`config.mk`:
```
export PLATFORM = sky130hd
export DESIGN_NAME = core_exec
export DESIGN_NICKNAME = d
export VERILOG_FILES = /design/src/inc/cpu_pkg.sv /design/src/hdl/scratch_memory.sv /design/src/hdl/apb_regs.sv /design/src/hdl/core_exec.sv
export SDC_FILE = /design/constraint.sdc
export NUM_CORES = 1
export LEC_CHECK = 0
export BUFFER_PORTS_ARGS = -buffer_cell sky130_fd_sc_hd__buf_2
export CAP_MARGIN = 20
export CELL_PAD_IN_SITES_DETAIL_PLACEMENT = 0
export CELL_PAD_IN_SITES_GLOBAL_PLACEMENT = 2
export CORE_MARGIN = 2
export CORE_UTILIZATION = 30
export CTS_CLUSTER_SIZE = 25
export DETAILED_ROUTE_END_ITERATION = 6
export PLACE_DENSITY = 0.57
export SLEW_MARGIN = 10
export SYNTH_ARGS = -nofsm -noshare
export SYNTH_HDL_FRONTEND = slang
export SYNTH_SLANG_ARGS = --single-unit
export TNS_END_PERCENT = 50
```
`constraint.sdc`:
```
create_clock -name clock -period 8.95 [get_ports clock]
set_input_delay 1.3425 -clock clock [delete_from_list [all_inputs] [get_ports clock]]
set_output_delay 1.3425 -clock clock [all_outputs]
set_load 0.1 [all_outputs]
```
`src/inc/cpu_pkg.sv`:
```
// Shared constants, field layouts and carrier types of the 8-bit core
package cpu_pkg;

    // ************************************************************
    // Instruction word layout
    // ************************************************************
    localparam int INSTR_W = 18;
    localparam int OPC_HI = 17;
    localparam int OPC_LO = 12;
    localparam int X_HI = 11;
    localparam int X_LO = 8;
    localparam int Y_HI = 7;
    localparam int Y_LO = 4;
    localparam int K_HI = 7;
    localparam int K_LO = 0;
    localparam int IMM_HI = 11;
    localparam int IMM_LO = 4;
    localparam int P_HI = 3;
    localparam int P_LO = 0;
    localparam int PC_W = 12;
    localparam int NREGS = 16;

    // ************************************************************
    // Opcodes (encoding is arbitrary)
    // ************************************************************
    localparam logic [5:0] OP_LOAD_K = 6'h01;
    localparam logic [5:0] OP_FETCH_PTR = 6'h0A;
    localparam logic [5:0] OP_FETCH_SS = 6'h0B;
    localparam logic [5:0] OP_EN_INT = 6'h28;
    localparam logic [5:0] OP_DIS_INT = 6'h29;
    localparam logic [5:0] OP_CONST_OUT = 6'h2B;
    localparam logic [5:0] OP_OUTPUT_PTR = 6'h2C;
    localparam logic [5:0] OP_OUTPUT_IMM = 6'h2D;
    localparam logic [5:0] OP_STORE_PTR = 6'h2E;
    localparam logic [5:0] OP_STORE_SS = 6'h2F;

    // ************************************************************
    // Register map and reset values
    // ************************************************************
    localparam logic [11:0] CTRL_OFS = 12'h000;
    localparam logic [11:0] STATUS_OFS = 12'h004;
    localparam int CTRL_HOLD_BIT = 0;
    localparam int ST_IRQ_EN_BIT = 0;
    localparam int ST_ZERO_BIT = 1;
    localparam int ST_CARRY_BIT = 2;
    localparam int ST_PC_LO = 8;
    localparam logic CTRL_HOLD_RST = 1'b0;
    localparam logic [PC_W-1:0] PC_RST = 12'h000;
    localparam int SCRATCH_DEFAULT = 64;

    // ************************************************************
    // Types
    // ************************************************************
    typedef enum logic {PH_FETCH, PH_EXEC} phase_t;

    typedef struct packed {
        logic [7:0] port_address_bus;
        logic [7:0] out_data;
        logic write_strobe;
        logic k_write_strobe;
    } port_bus_t;

    typedef struct packed {
        logic psel;
        logic penable;
        logic pwrite;
        logic [11:0] paddr;
        logic [31:0] pwdata;
    } apb_req_t;

    typedef struct packed {
        logic [31:0] prdata;
        logic pready;
        logic pslverr;
    } apb_rsp_t;

endpackage

```
`src/hdl/scratch_memory.sv`:
```
// Scratch memory with registered read data
`timescale 1ns/10ps
module scratch_memory #(
    parameter int DEPTH = 64,
    parameter int AW = 6
) (
    // Clock
    input wire logic clock,
    // Write side
    input wire logic we,
    input wire logic [AW-1:0] waddr,
    input wire logic [7:0] wdata,
    // Read side
    input wire logic [AW-1:0] raddr,
    output logic [7:0] rdata_q
);
    logic [7:0] mem [DEPTH];

    // Contents are undefined after reset, as in a block memory
    always_ff @(posedge clock) begin
        if (we) begin
            mem[waddr] <= wdata;
        end
        rdata_q <= mem[raddr];
    end
endmodule

```
`src/hdl/apb_regs.sv`:
```
// APB slave holding the control word and showing core status
`timescale 1ns/10ps
module apb_regs (
    // Clock and reset
    input wire logic clock,
    input wire logic sys_rst,
    // Bus
    input wire cpu_pkg::apb_req_t req,
    output cpu_pkg::apb_rsp_t rsp,
    // Core side
    input wire logic [31:0] status,
    output logic hold_q
);
    typedef struct packed {
        cpu_pkg::apb_rsp_t rsp;
        logic hold;
    } st_t;

    st_t q;
    st_t d;
    logic setup;
    logic mapped;

    always_comb begin
        d = q;
        setup = req.psel && !req.penable;
        mapped = (req.paddr == cpu_pkg::CTRL_OFS) ||
                 (req.paddr == cpu_pkg::STATUS_OFS);
        // No wait states: ready in the first access cycle
        d.rsp.pready = setup;
        d.rsp.pslverr = setup && !mapped;
        if (setup) begin
            d.rsp.prdata = 32'h0000_0000;
            if (req.paddr == cpu_pkg::CTRL_OFS) begin
                d.rsp.prdata[cpu_pkg::CTRL_HOLD_BIT] = q.hold;
            end else if (req.paddr == cpu_pkg::STATUS_OFS) begin
                d.rsp.prdata = status;
            end
        end
        if (req.psel && req.penable && q.rsp.pready && req.pwrite &&
            req.paddr == cpu_pkg::CTRL_OFS) begin
            d.hold = req.pwdata[cpu_pkg::CTRL_HOLD_BIT];
        end
    end

    always_ff @(posedge clock) begin
        if (sys_rst) begin
            q <= '{rsp: '0, hold: cpu_pkg::CTRL_HOLD_RST};
        end else begin
            q <= d;
        end
    end

    assign rsp = q.rsp;
    assign hold_q = q.hold;
endmodule

```
`src/hdl/core_exec.sv`:
```
// Two-cycle core: constant and variable output, scratch store and fetch,
// interrupt enable control
//
// The APB register port and the address map were left to the implementer.
`timescale 1ns/10ps
module core_exec #(
    parameter int SCRATCH_SIZE = cpu_pkg::SCRATCH_DEFAULT
) (
    // Clock and reset
    input wire logic clock,
    input wire logic sys_rst,
    // Register bus
    input wire cpu_pkg::apb_req_t apb_req,
    output cpu_pkg::apb_rsp_t apb_rsp,
    // Program memory
    output logic [cpu_pkg::PC_W-1:0] prog_addr,
    input wire logic [cpu_pkg::INSTR_W-1:0] instr,
    // Output ports
    output cpu_pkg::port_bus_t port,
    // Handshake and interrupt
    input wire logic sleep,
    input wire logic interrupt,
    output logic interrupt_seen
);
    localparam int AW = $clog2(SCRATCH_SIZE);

    // ************************************************************
    // Build checks
    // ************************************************************
    if (SCRATCH_SIZE != 64 && SCRATCH_SIZE != 128 &&
        SCRATCH_SIZE != 256) begin : g_bad
        $error("scratch size must be 64, 128 or 256");
    end

    // ************************************************************
    // State
    // ************************************************************
    typedef struct packed {
        cpu_pkg::phase_t phase;
        logic [cpu_pkg::PC_W-1:0] pc;
        logic [cpu_pkg::INSTR_W-1:0] ir;
        logic [cpu_pkg::NREGS-1:0][7:0] regs;
        logic zero;
        logic carry;
        logic irq_en;
        logic int_seen;
        cpu_pkg::port_bus_t port;
    } st_t;

    st_t q;
    st_t d;

    logic hold_q;
    logic stall;
    logic take;
    logic [5:0] opc;
    logic [7:0] xval;
    logic [7:0] yval;
    logic scr_we;
    logic [AW-1:0] scr_waddr;
    logic [AW-1:0] scr_raddr;
    logic [7:0] scr_rdata_q;
    logic [31:0] status;

    function automatic logic [5:0] opcode_of(
        input logic [cpu_pkg::INSTR_W-1:0] w
    );
        opcode_of = w[cpu_pkg::OPC_HI:cpu_pkg::OPC_LO];
    endfunction

    // Only the low bits that the configured size needs are kept
    function automatic logic [AW-1:0] scr_addr(
        input logic [cpu_pkg::INSTR_W-1:0] w,
        input logic [7:0] ptr,
        input logic by_ptr
    );
        logic [7:0] full;
        full = by_ptr ? ptr : w[cpu_pkg::K_HI:cpu_pkg::K_LO];
        scr_addr = full[AW-1:0];
    endfunction

    // ************************************************************
    // Submodules
    // ************************************************************
    apb_regs u_regs (
        .clock(clock),
        .sys_rst(sys_rst),
        .req(apb_req),
        .rsp(apb_rsp),
        .status(status),
        .hold_q(hold_q)
    );

    scratch_memory #(
        .DEPTH(SCRATCH_SIZE),
        .AW(AW)
    ) u_scratch (
        .clock(clock),
        .we(scr_we),
        .waddr(scr_waddr),
        .wdata(xval),
        .raddr(scr_raddr),
        .rdata_q(scr_rdata_q)
    );

    // ************************************************************
    // Execution
    // ************************************************************
    always_comb begin
        status = 32'h0000_0000;
        status[cpu_pkg::ST_IRQ_EN_BIT] = q.irq_en;
        status[cpu_pkg::ST_ZERO_BIT] = q.zero;
        status[cpu_pkg::ST_CARRY_BIT] = q.carry;
        status[cpu_pkg::ST_PC_LO +: cpu_pkg::PC_W] = q.pc;
    end

    always_comb begin
        d = q;
        // Sleep and software hold both freeze the fetch phase
        stall = sleep || hold_q;
        take = (q.phase == cpu_pkg::PH_FETCH) && !stall;
        opc = opcode_of(instr);
        xval = q.regs[instr[cpu_pkg::X_HI:cpu_pkg::X_LO]];
        yval = q.regs[instr[cpu_pkg::Y_HI:cpu_pkg::Y_LO]];
        scr_we = take && (opc == cpu_pkg::OP_STORE_SS ||
                          opc == cpu_pkg::OP_STORE_PTR);
        scr_waddr = scr_addr(instr, yval,
                             opc == cpu_pkg::OP_STORE_PTR);
        scr_raddr = scr_addr(instr, yval,
                             opc == cpu_pkg::OP_FETCH_PTR);
        d.port.write_strobe = 1'b0;
        d.port.k_write_strobe = 1'b0;
        d.int_seen = interrupt && q.irq_en;
        case (q.phase)
            cpu_pkg::PH_FETCH: begin
                if (take) begin
                    d.ir = instr;
                    d.pc = q.pc + 1'b1;
                    d.phase = cpu_pkg::PH_EXEC;
                    case (opc)
                        cpu_pkg::OP_LOAD_K: begin
                            d.regs[instr[cpu_pkg::X_HI:cpu_pkg::X_LO]] =
                                instr[cpu_pkg::K_HI:cpu_pkg::K_LO];
                        end
                        cpu_pkg::OP_CONST_OUT: begin
                            // Upper address bits are driven low
                            d.port.out_data =
                                instr[cpu_pkg::IMM_HI:cpu_pkg::IMM_LO];
                            d.port.port_address_bus =
                                {4'h0, instr[cpu_pkg::P_HI:cpu_pkg::P_LO]};
                            d.port.k_write_strobe = 1'b1;
                        end
                        cpu_pkg::OP_OUTPUT_IMM, cpu_pkg::OP_OUTPUT_PTR: begin
                            d.port.out_data = xval;
                            d.port.port_address_bus =
                                (opc == cpu_pkg::OP_OUTPUT_PTR) ? yval :
                                instr[cpu_pkg::K_HI:cpu_pkg::K_LO];
                            d.port.write_strobe = 1'b1;
                        end
                        cpu_pkg::OP_EN_INT: begin
                            d.irq_en = 1'b1;
                        end
                        cpu_pkg::OP_DIS_INT: begin
                            d.irq_en = 1'b0;
                        end
                        default: begin
                        end
                    endcase
                end
            end
            cpu_pkg::PH_EXEC: begin
                d.phase = cpu_pkg::PH_FETCH;
                if (opcode_of(q.ir) == cpu_pkg::OP_FETCH_SS ||
                    opcode_of(q.ir) == cpu_pkg::OP_FETCH_PTR) begin
                    d.regs[q.ir[cpu_pkg::X_HI:cpu_pkg::X_LO]] =
                        scr_rdata_q;
                end
            end
            default: begin
                d.phase = cpu_pkg::PH_FETCH;
            end
        endcase
    end

    // Reset lands in the execute phase so the program memory can
    // register word zero before the first fetch
    always_ff @(posedge clock) begin
        if (sys_rst) begin
            q <= '{phase: cpu_pkg::PH_EXEC, pc: cpu_pkg::PC_RST,
                   ir: '0, regs: '0, zero: 1'b0, carry: 1'b0,
                   irq_en: 1'b0, int_seen: 1'b0, port: '0};
        end else begin
            q <= d;
        end
    end

    assign prog_addr = q.pc;
    assign port = q.port;
    assign interrupt_seen = q.int_seen;

    // ************************************************************
    // Checks
    // ************************************************************
    AST_K_DATA: assert property (@(posedge clock) disable iff (sys_rst)
        take && opc == cpu_pkg::OP_CONST_OUT |=>
        port.k_write_strobe && !port.write_strobe &&
        port.out_data == $past(instr[11:4]))
        else $error("constant data not driven");

    AST_K_ADDR: assert property (@(posedge clock) disable iff (sys_rst)
        take && opc == cpu_pkg::OP_CONST_OUT |=>
        port.port_address_bus[3:0] == $past(instr[3:0]))
        else $error("constant port address wrong");

    AST_K_KEEP: assert property (@(posedge clock) disable iff (sys_rst)
        take && opc == cpu_pkg::OP_CONST_OUT |=> ##1
        q.regs == $past(q.regs, 2) && q.zero == $past(q.zero, 2) &&
        q.carry == $past(q.carry, 2))
        else $error("constant output disturbed state");

    AST_TWO_CLK: assert property (@(posedge clock) disable iff (sys_rst)
        take |=> q.phase == cpu_pkg::PH_EXEC && !take ##1
        q.phase == cpu_pkg::PH_FETCH)
        else $error("instruction not two cycles");

    AST_STORE_KEEP: assert property (@(posedge clock)
        disable iff (sys_rst)
        scr_we |=> q.regs == $past(q.regs) && q.zero == $past(q.zero))
        else $error("store changed registers");

    AST_FETCH_LOAD: assert property (@(posedge clock)
        disable iff (sys_rst)
        take && (opc == cpu_pkg::OP_FETCH_SS ||
                 opc == cpu_pkg::OP_FETCH_PTR) |=> ##1
        q.regs[q.ir[11:8]] == $past(scr_rdata_q))
        else $error("fetch did not load register");

    AST_RESET_STATE: assert property (@(posedge clock)
        $past(sys_rst) && !sys_rst |->
        !q.irq_en && q.pc == 12'h000 && !interrupt_seen)
        else $error("reset state wrong");

    AST_IE_SET: assert property (@(posedge clock) disable iff (sys_rst)
        take && opc == cpu_pkg::OP_EN_INT |=> q.irq_en && !port.write_strobe)
        else $error("enable did not set flag");

    AST_IE_CLR: assert property (@(posedge clock) disable iff (sys_rst)
        take && opc == cpu_pkg::OP_DIS_INT |=> !q.irq_en ##1 !interrupt_seen)
        else $error("disable did not clear flag");

    AST_VAR_STB: assert property (@(posedge clock) disable iff (sys_rst)
        port.write_strobe |-> !port.k_write_strobe ##1 !port.write_strobe)
        else $error("variable strobe too long");

    AST_K_STB: assert property (@(posedge clock) disable iff (sys_rst)
        port.k_write_strobe |->
        $past(opcode_of(instr)) == cpu_pkg::OP_CONST_OUT ##1
        !port.k_write_strobe)
        else $error("constant strobe misplaced");
endmodule

```
==> impl_results.html <==
<table>
<tr><th>Metric</th><th>Value</th></tr>
<tr><th colspan="2">Run status</th></tr>
<tr><td>Result of the run</td><td>finished clean</td></tr>
<tr><th colspan="2">GRT</th></tr>
<tr><td>Global-route wire length before repair</td><td>150 mm</td></tr>
<tr><td>Overflow left after global routing</td><td>0</td></tr>
<tr><td>Total routing resource utilization after global routing</td><td>19.1%</td></tr>
<tr><td>Maximum number of pins on one net before global-route repair</td><td>107</td></tr>
<tr><td>Vias in the first global route</td><td>20.9k</td></tr>
<tr><td>Number of antenna violations at the first check in global routing</td><td>5</td></tr>
<tr><th colspan="2">Logic synthesis</th></tr>
<tr><td>Top cell type's share of synthesized area</td><td>49.7%</td></tr>
<tr><td>Synthesis Warnings</td><td>0</td></tr>
<tr><td>Flops &amp; latches, synth</td><td>706</td></tr>
<tr><td>Most instantiated cells after synthesis</td><td>sky130_fd_sc_hd__edfxtp_1, sky130_fd_sc_hd__nand2_1, sky130_fd_sc_hd__nor2_1</td></tr>
<tr><td>Mean post-synth cell area</td><td>11.9 um2</td></tr>
<tr><td>Leading area contributor after synthesis</td><td>sky130_fd_sc_hd__edfxtp_1</td></tr>
<tr><td>EDFF count, synth</td><td>512</td></tr>
<tr><td>Synth unique cells</td><td>75</td></tr>
<tr><td>Synthesized instance count</td><td>2591</td></tr>
<tr><td>Post-synthesis sequential area ratio</td><td>62.3%</td></tr>
<tr><td>Most used standard cell by instance count after synthesis</td><td>sky130_fd_sc_hd__edfxtp_1</td></tr>
<tr><td>Ranking of synthesized cells by area</td><td>sky130_fd_sc_hd__edfxtp_1, sky130_fd_sc_hd__dfxtp_1, sky130_fd_sc_hd__nand2_1, sky130_fd_sc_hd__mux4_2, sky130_fd_sc_hd__o221ai_1</td></tr>
<tr><td>Primary flip-flop cell chosen by synthesis mapping</td><td>sky130_fd_sc_hd__edfxtp_1</td></tr>
<tr><td>Ys async rst share</td><td>0%</td></tr>
<tr><td>Post-synthesis instance area</td><td>30900 um2</td></tr>
<tr><th colspan="2">Worst setup path</th></tr>
<tr><td>Required @ worst endpoint</td><td>9.20 ns</td></tr>
<tr><td>Highest net fanout along the worst path</td><td>25</td></tr>
<tr><td>Crit Path Category</td><td>in -&gt; reg</td></tr>
<tr><td>Crit. End Element</td><td>flip-flop</td></tr>
<tr><td>Internal reg-to-reg setup slack</td><td>4.90 ns</td></tr>
<tr><td>Length in cells of the worst reg-to-reg path</td><td>5</td></tr>
<tr><td>Arrival time at the worst endpoint</td><td>6.04 ns</td></tr>
<tr><td>Critical Path Source Type</td><td>input pin</td></tr>
<tr><th colspan="2">STA</th></tr>
<tr><td>Number of hold-slack violations in the final timing report</td><td>0</td></tr>
<tr><td>Final critical-path required period</td><td>5.80 ns</td></tr>
<tr><td>Tightest Pin Transition</td><td>1.06 ns</td></tr>
<tr><td>Setup TNS</td><td>0 ns</td></tr>
<tr><td>Final setup fails</td><td>0</td></tr>
<tr><td>Achievable clock frequency</td><td>173 MHz</td></tr>
<tr><td>RSZ-0062 raised after global routing</td><td>false</td></tr>
<tr><td>Final clock period utilization by the worst path</td><td>64.8%</td></tr>
<tr><td>Setup clock skew after layout</td><td>0.0248 ns</td></tr>
<tr><td>Headroom to the max-slew limit</td><td>28.8%</td></tr>
<tr><td>Number of max-slew violations in the final report</td><td>0</td></tr>
<tr><th colspan="2">Power and ir drop</th></tr>
<tr><td>Power density of the placed cells</td><td>205 nW/um2</td></tr>
<tr><td>Net switching fraction of the power</td><td>23.7%</td></tr>
<tr><td>Proportion of power drawn by combinational gates</td><td>5.9%</td></tr>
<tr><td>VDD IR-drop max</td><td>0.000132 V</td></tr>
<tr><td>Internal Dissipation</td><td>5.50 mW</td></tr>
<tr><td>Static Leakage</td><td>11.0 nW</td></tr>
<tr><td>Relative contribution of the clock network to total power</td><td>45.7%</td></tr>
<tr><td>Sw power</td><td>1.71 mW</td></tr>
<tr><td>Portion of total power attributed to sequential cells</td><td>48.4%</td></tr>
<tr><th colspan="2">Clocking</th></tr>
<tr><td>TritonCTS clock tree</td><td>done</td></tr>
<tr><td>Quantity of hold-fixing buffers added after cts</td><td>0</td></tr>
<tr><td>Clock insertion delay at the later pin of the skew report</td><td>0.65 ns</td></tr>
<tr><td>Total number of H-tree levels</td><td>3</td></tr>
<tr><td>Total clock buffers created by CTS</td><td>84</td></tr>
<tr><td>Worst-case clock buffer depth</td><td>3</td></tr>
<tr><td>Post-CTS setup buffers</td><td>0</td></tr>
<tr><td>Clock Tree Root</td><td>sky130_fd_sc_hd__clkbuf_16</td></tr>
<tr><td>Reg clk slew, reported paths</td><td>0.05 ns</td></tr>
<tr><td>Number of clock sinks</td><td>706</td></tr>
<tr><td>CTS-repair resized insts</td><td>0</td></tr>
<tr><th colspan="2">Cells and area</th></tr>
<tr><td>Final standard cell count with taps included and fillers excluded</td><td>4035</td></tr>
<tr><td>Post-Route Utilization</td><td>34.4%</td></tr>
<tr><td>Fraction of final layout cells sized beyond drive strength 1</td><td>14.3%</td></tr>
<tr><td>Synth-to-layout area growth</td><td>13.7%</td></tr>
<tr><td>Net count of the finished layout</td><td>2668</td></tr>
<tr><th colspan="2">Placement</th></tr>
<tr><td>IO Port Bufs</td><td>83</td></tr>
<tr><td>Number of placed instances, taps included</td><td>3880</td></tr>
<tr><td>Placer's final routability congestion estimate</td><td>0.795</td></tr>
<tr><td>Post-detailed-placement half-perimeter wirelength</td><td>64.6 mm</td></tr>
<tr><th colspan="2">Routing</th></tr>
<tr><td>Residual antenna-violating net count after detailed routing</td><td>0</td></tr>
<tr><td>Number of iterations in the first detailed-routing pass</td><td>7</td></tr>
<tr><td>Total number of vias</td><td>21.5k</td></tr>
<tr><td>Number of remaining DRC errors</td><td>0</td></tr>
<tr><td>Routed wire length</td><td>103 mm</td></tr>
<tr><td>Vias per std cell</td><td>5.34</td></tr>
<tr><td>Average detailed-routed wire length per instance</td><td>25.6 um</td></tr>
<tr><td>First-iteration detailed-routing DRC count</td><td>1909</td></tr>
<tr><th colspan="2">Die</th></tr>
<tr><td>Die width</td><td>325 um</td></tr>
<tr><td>Chip Height</td><td>325 um</td></tr>
<tr><td>Die area</td><td>106000 um2</td></tr>
<tr><td>Standard-cell row count</td><td>117</td></tr>
<tr><td>Starting Density</td><td>30.3%</td></tr>
<tr><td>Boundary Pins</td><td>134</td></tr>
<tr><td>Core footprint</td><td>102000 um2</td></tr>
<tr><th colspan="2">Worst hold path</th></tr>
<tr><td>Hold Path Cell Cnt</td><td>2</td></tr>
<tr><td>Class of the most critical hold timing path</td><td>reg -&gt; reg</td></tr>
<tr><th colspan="2">Job</th></tr>
<tr><td>Number of max-cap violations</td><td>0</td></tr>
</table>
area by class of cell:
cell class | count | area, um2
repair buffers | 134 | 826
clock buffers | 120 | 2370
well taps | 1368 | 1710
inverters | 5 | 18.8
fillers | 10200 | 66900
flip-flops and latches | 706 | 19300
diodes | 1 | 2.50
clock inverters | 34 | 265
multi-input cells | 1667 | 10700
worst max-delay path, cell delays in order:
cell	delay [ns]
sky130_fd_sc_hd__buf_2	0.72
sky130_fd_sc_hd__buf_4	0.57
sky130_fd_sc_hd__mux4_2	0.59
sky130_fd_sc_hd__mux4_2	0.58
sky130_fd_sc_hd__mux2i_1	0.77
sky130_fd_sc_hd__nand3_1	0.48
sky130_fd_sc_hd__nor2_1	0.94
power groups by stage:
| stage | logic, mW | clock network [mW] | registers [mW] |
|---|---|---|---|
| floorplan | 0.295 | 0 | 3.55 |
| global placement | 0.428 | 0 | 3.56 |
| detailed placement | 0.429 | 0 | 3.56 |
| CTS | 0.430 | 3.38 | 3.49 |
| global route | 0.460 | 3.51 | 3.49 |
| finish | 0.427 | 3.29 | 3.49 |
layer usage:
layer / wire length, um / GRT usage, %
met1: 47700 / 27.3
met3: 5780 / 3.02
met2: 48100 / 30.5
met5: 0 / 0
met4: 1510 / 4.28
kinds of logic (layout without fill, tap and decap cells):
family | count (synthesis) | in the layout | share of synthesized area (%)
xor+xnor | 8 | 8 | 0.227
fa+ha+maj | 1 | 1 | 0.0405
simple gates | 947 | 947 | 13.1
mux | 192 | 192 | 9.29
buf+inv | 236 | 293 | 3.81
compound gates | 500 | 500 | 11.2
flops | 706 | 706 | 62.3
other cells | 1 | 20 | 0.0121
layout by cell type (no fill, tap or decap), drive strengths merged, types with 5 or more instances in the layout:
cell type | netlist | routed
mux2i | 84 | 84
inv | 4 | 7
nand3 | 131 | 131
mux2 | 36 | 36
a31oi | 24 | 24
a21oi | 67 | 67
o21ai | 141 | 141
edfxtp | 512 | 512
mux4 | 72 | 72
o22ai | 24 | 24
nor3 | 26 | 26
a221oi | 33 | 33
buf | 108 | 134
clkinv | 1 | 28
nand2b | 6 | 6
a22oi | 16 | 16
and3 | 9 | 9
o31ai | 7 | 7
clkbuf | 123 | 120
conb | 1 | 19
nor2 | 257 | 257
xor2 | 5 | 5
nand4 | 29 | 29
dfxtp | 194 | 194
or4 | 7 | 7
nand2 | 436 | 436
a32oi | 13 | 13
a22o | 13 | 13
a211oi | 12 | 12
o221ai | 129 | 129
nor2b | 14 | 14
or3 | 13 | 13
registers in the layout (all words and copies together) (netlist names):
register	cells
q	139
u_regs.hold_q	1
port	18
prog_addr	12
u_scratch.mem	512
u_scratch.rdata_q	8
u_regs.rsp	15
interrupt_seen	1
metrics by stage:
| stage | instance area [um2] | worst slack (ns) | power [mW] | hold slack (ns) |
|---|---|---|---|---|
| finish | 35100 | 3.15 | 7.20 | 0.451 |
| global route | 35100 | 2.96 | 7.46 | 0.495 |
| CTS | 35100 | 3.17 | 7.30 | 0.450 |
| detailed placement | 32500 | 2.51 | 3.99 | 0.443 |
| global placement | 32500 | 2.51 | 3.98 | 0.443 |
| floorplan | 31000 | 4.58 | 3.84 | 0.423 |
final timing paths:
path             from                    to
max          instr[4]  u_scratch.mem[11][1]
min          port[12]              port[12]
max reg2reg    q[122]  u_scratch.mem[11][1]
min reg2reg  port[12]              port[12]
No activity file was read; power rests on OpenSTA's default activity.
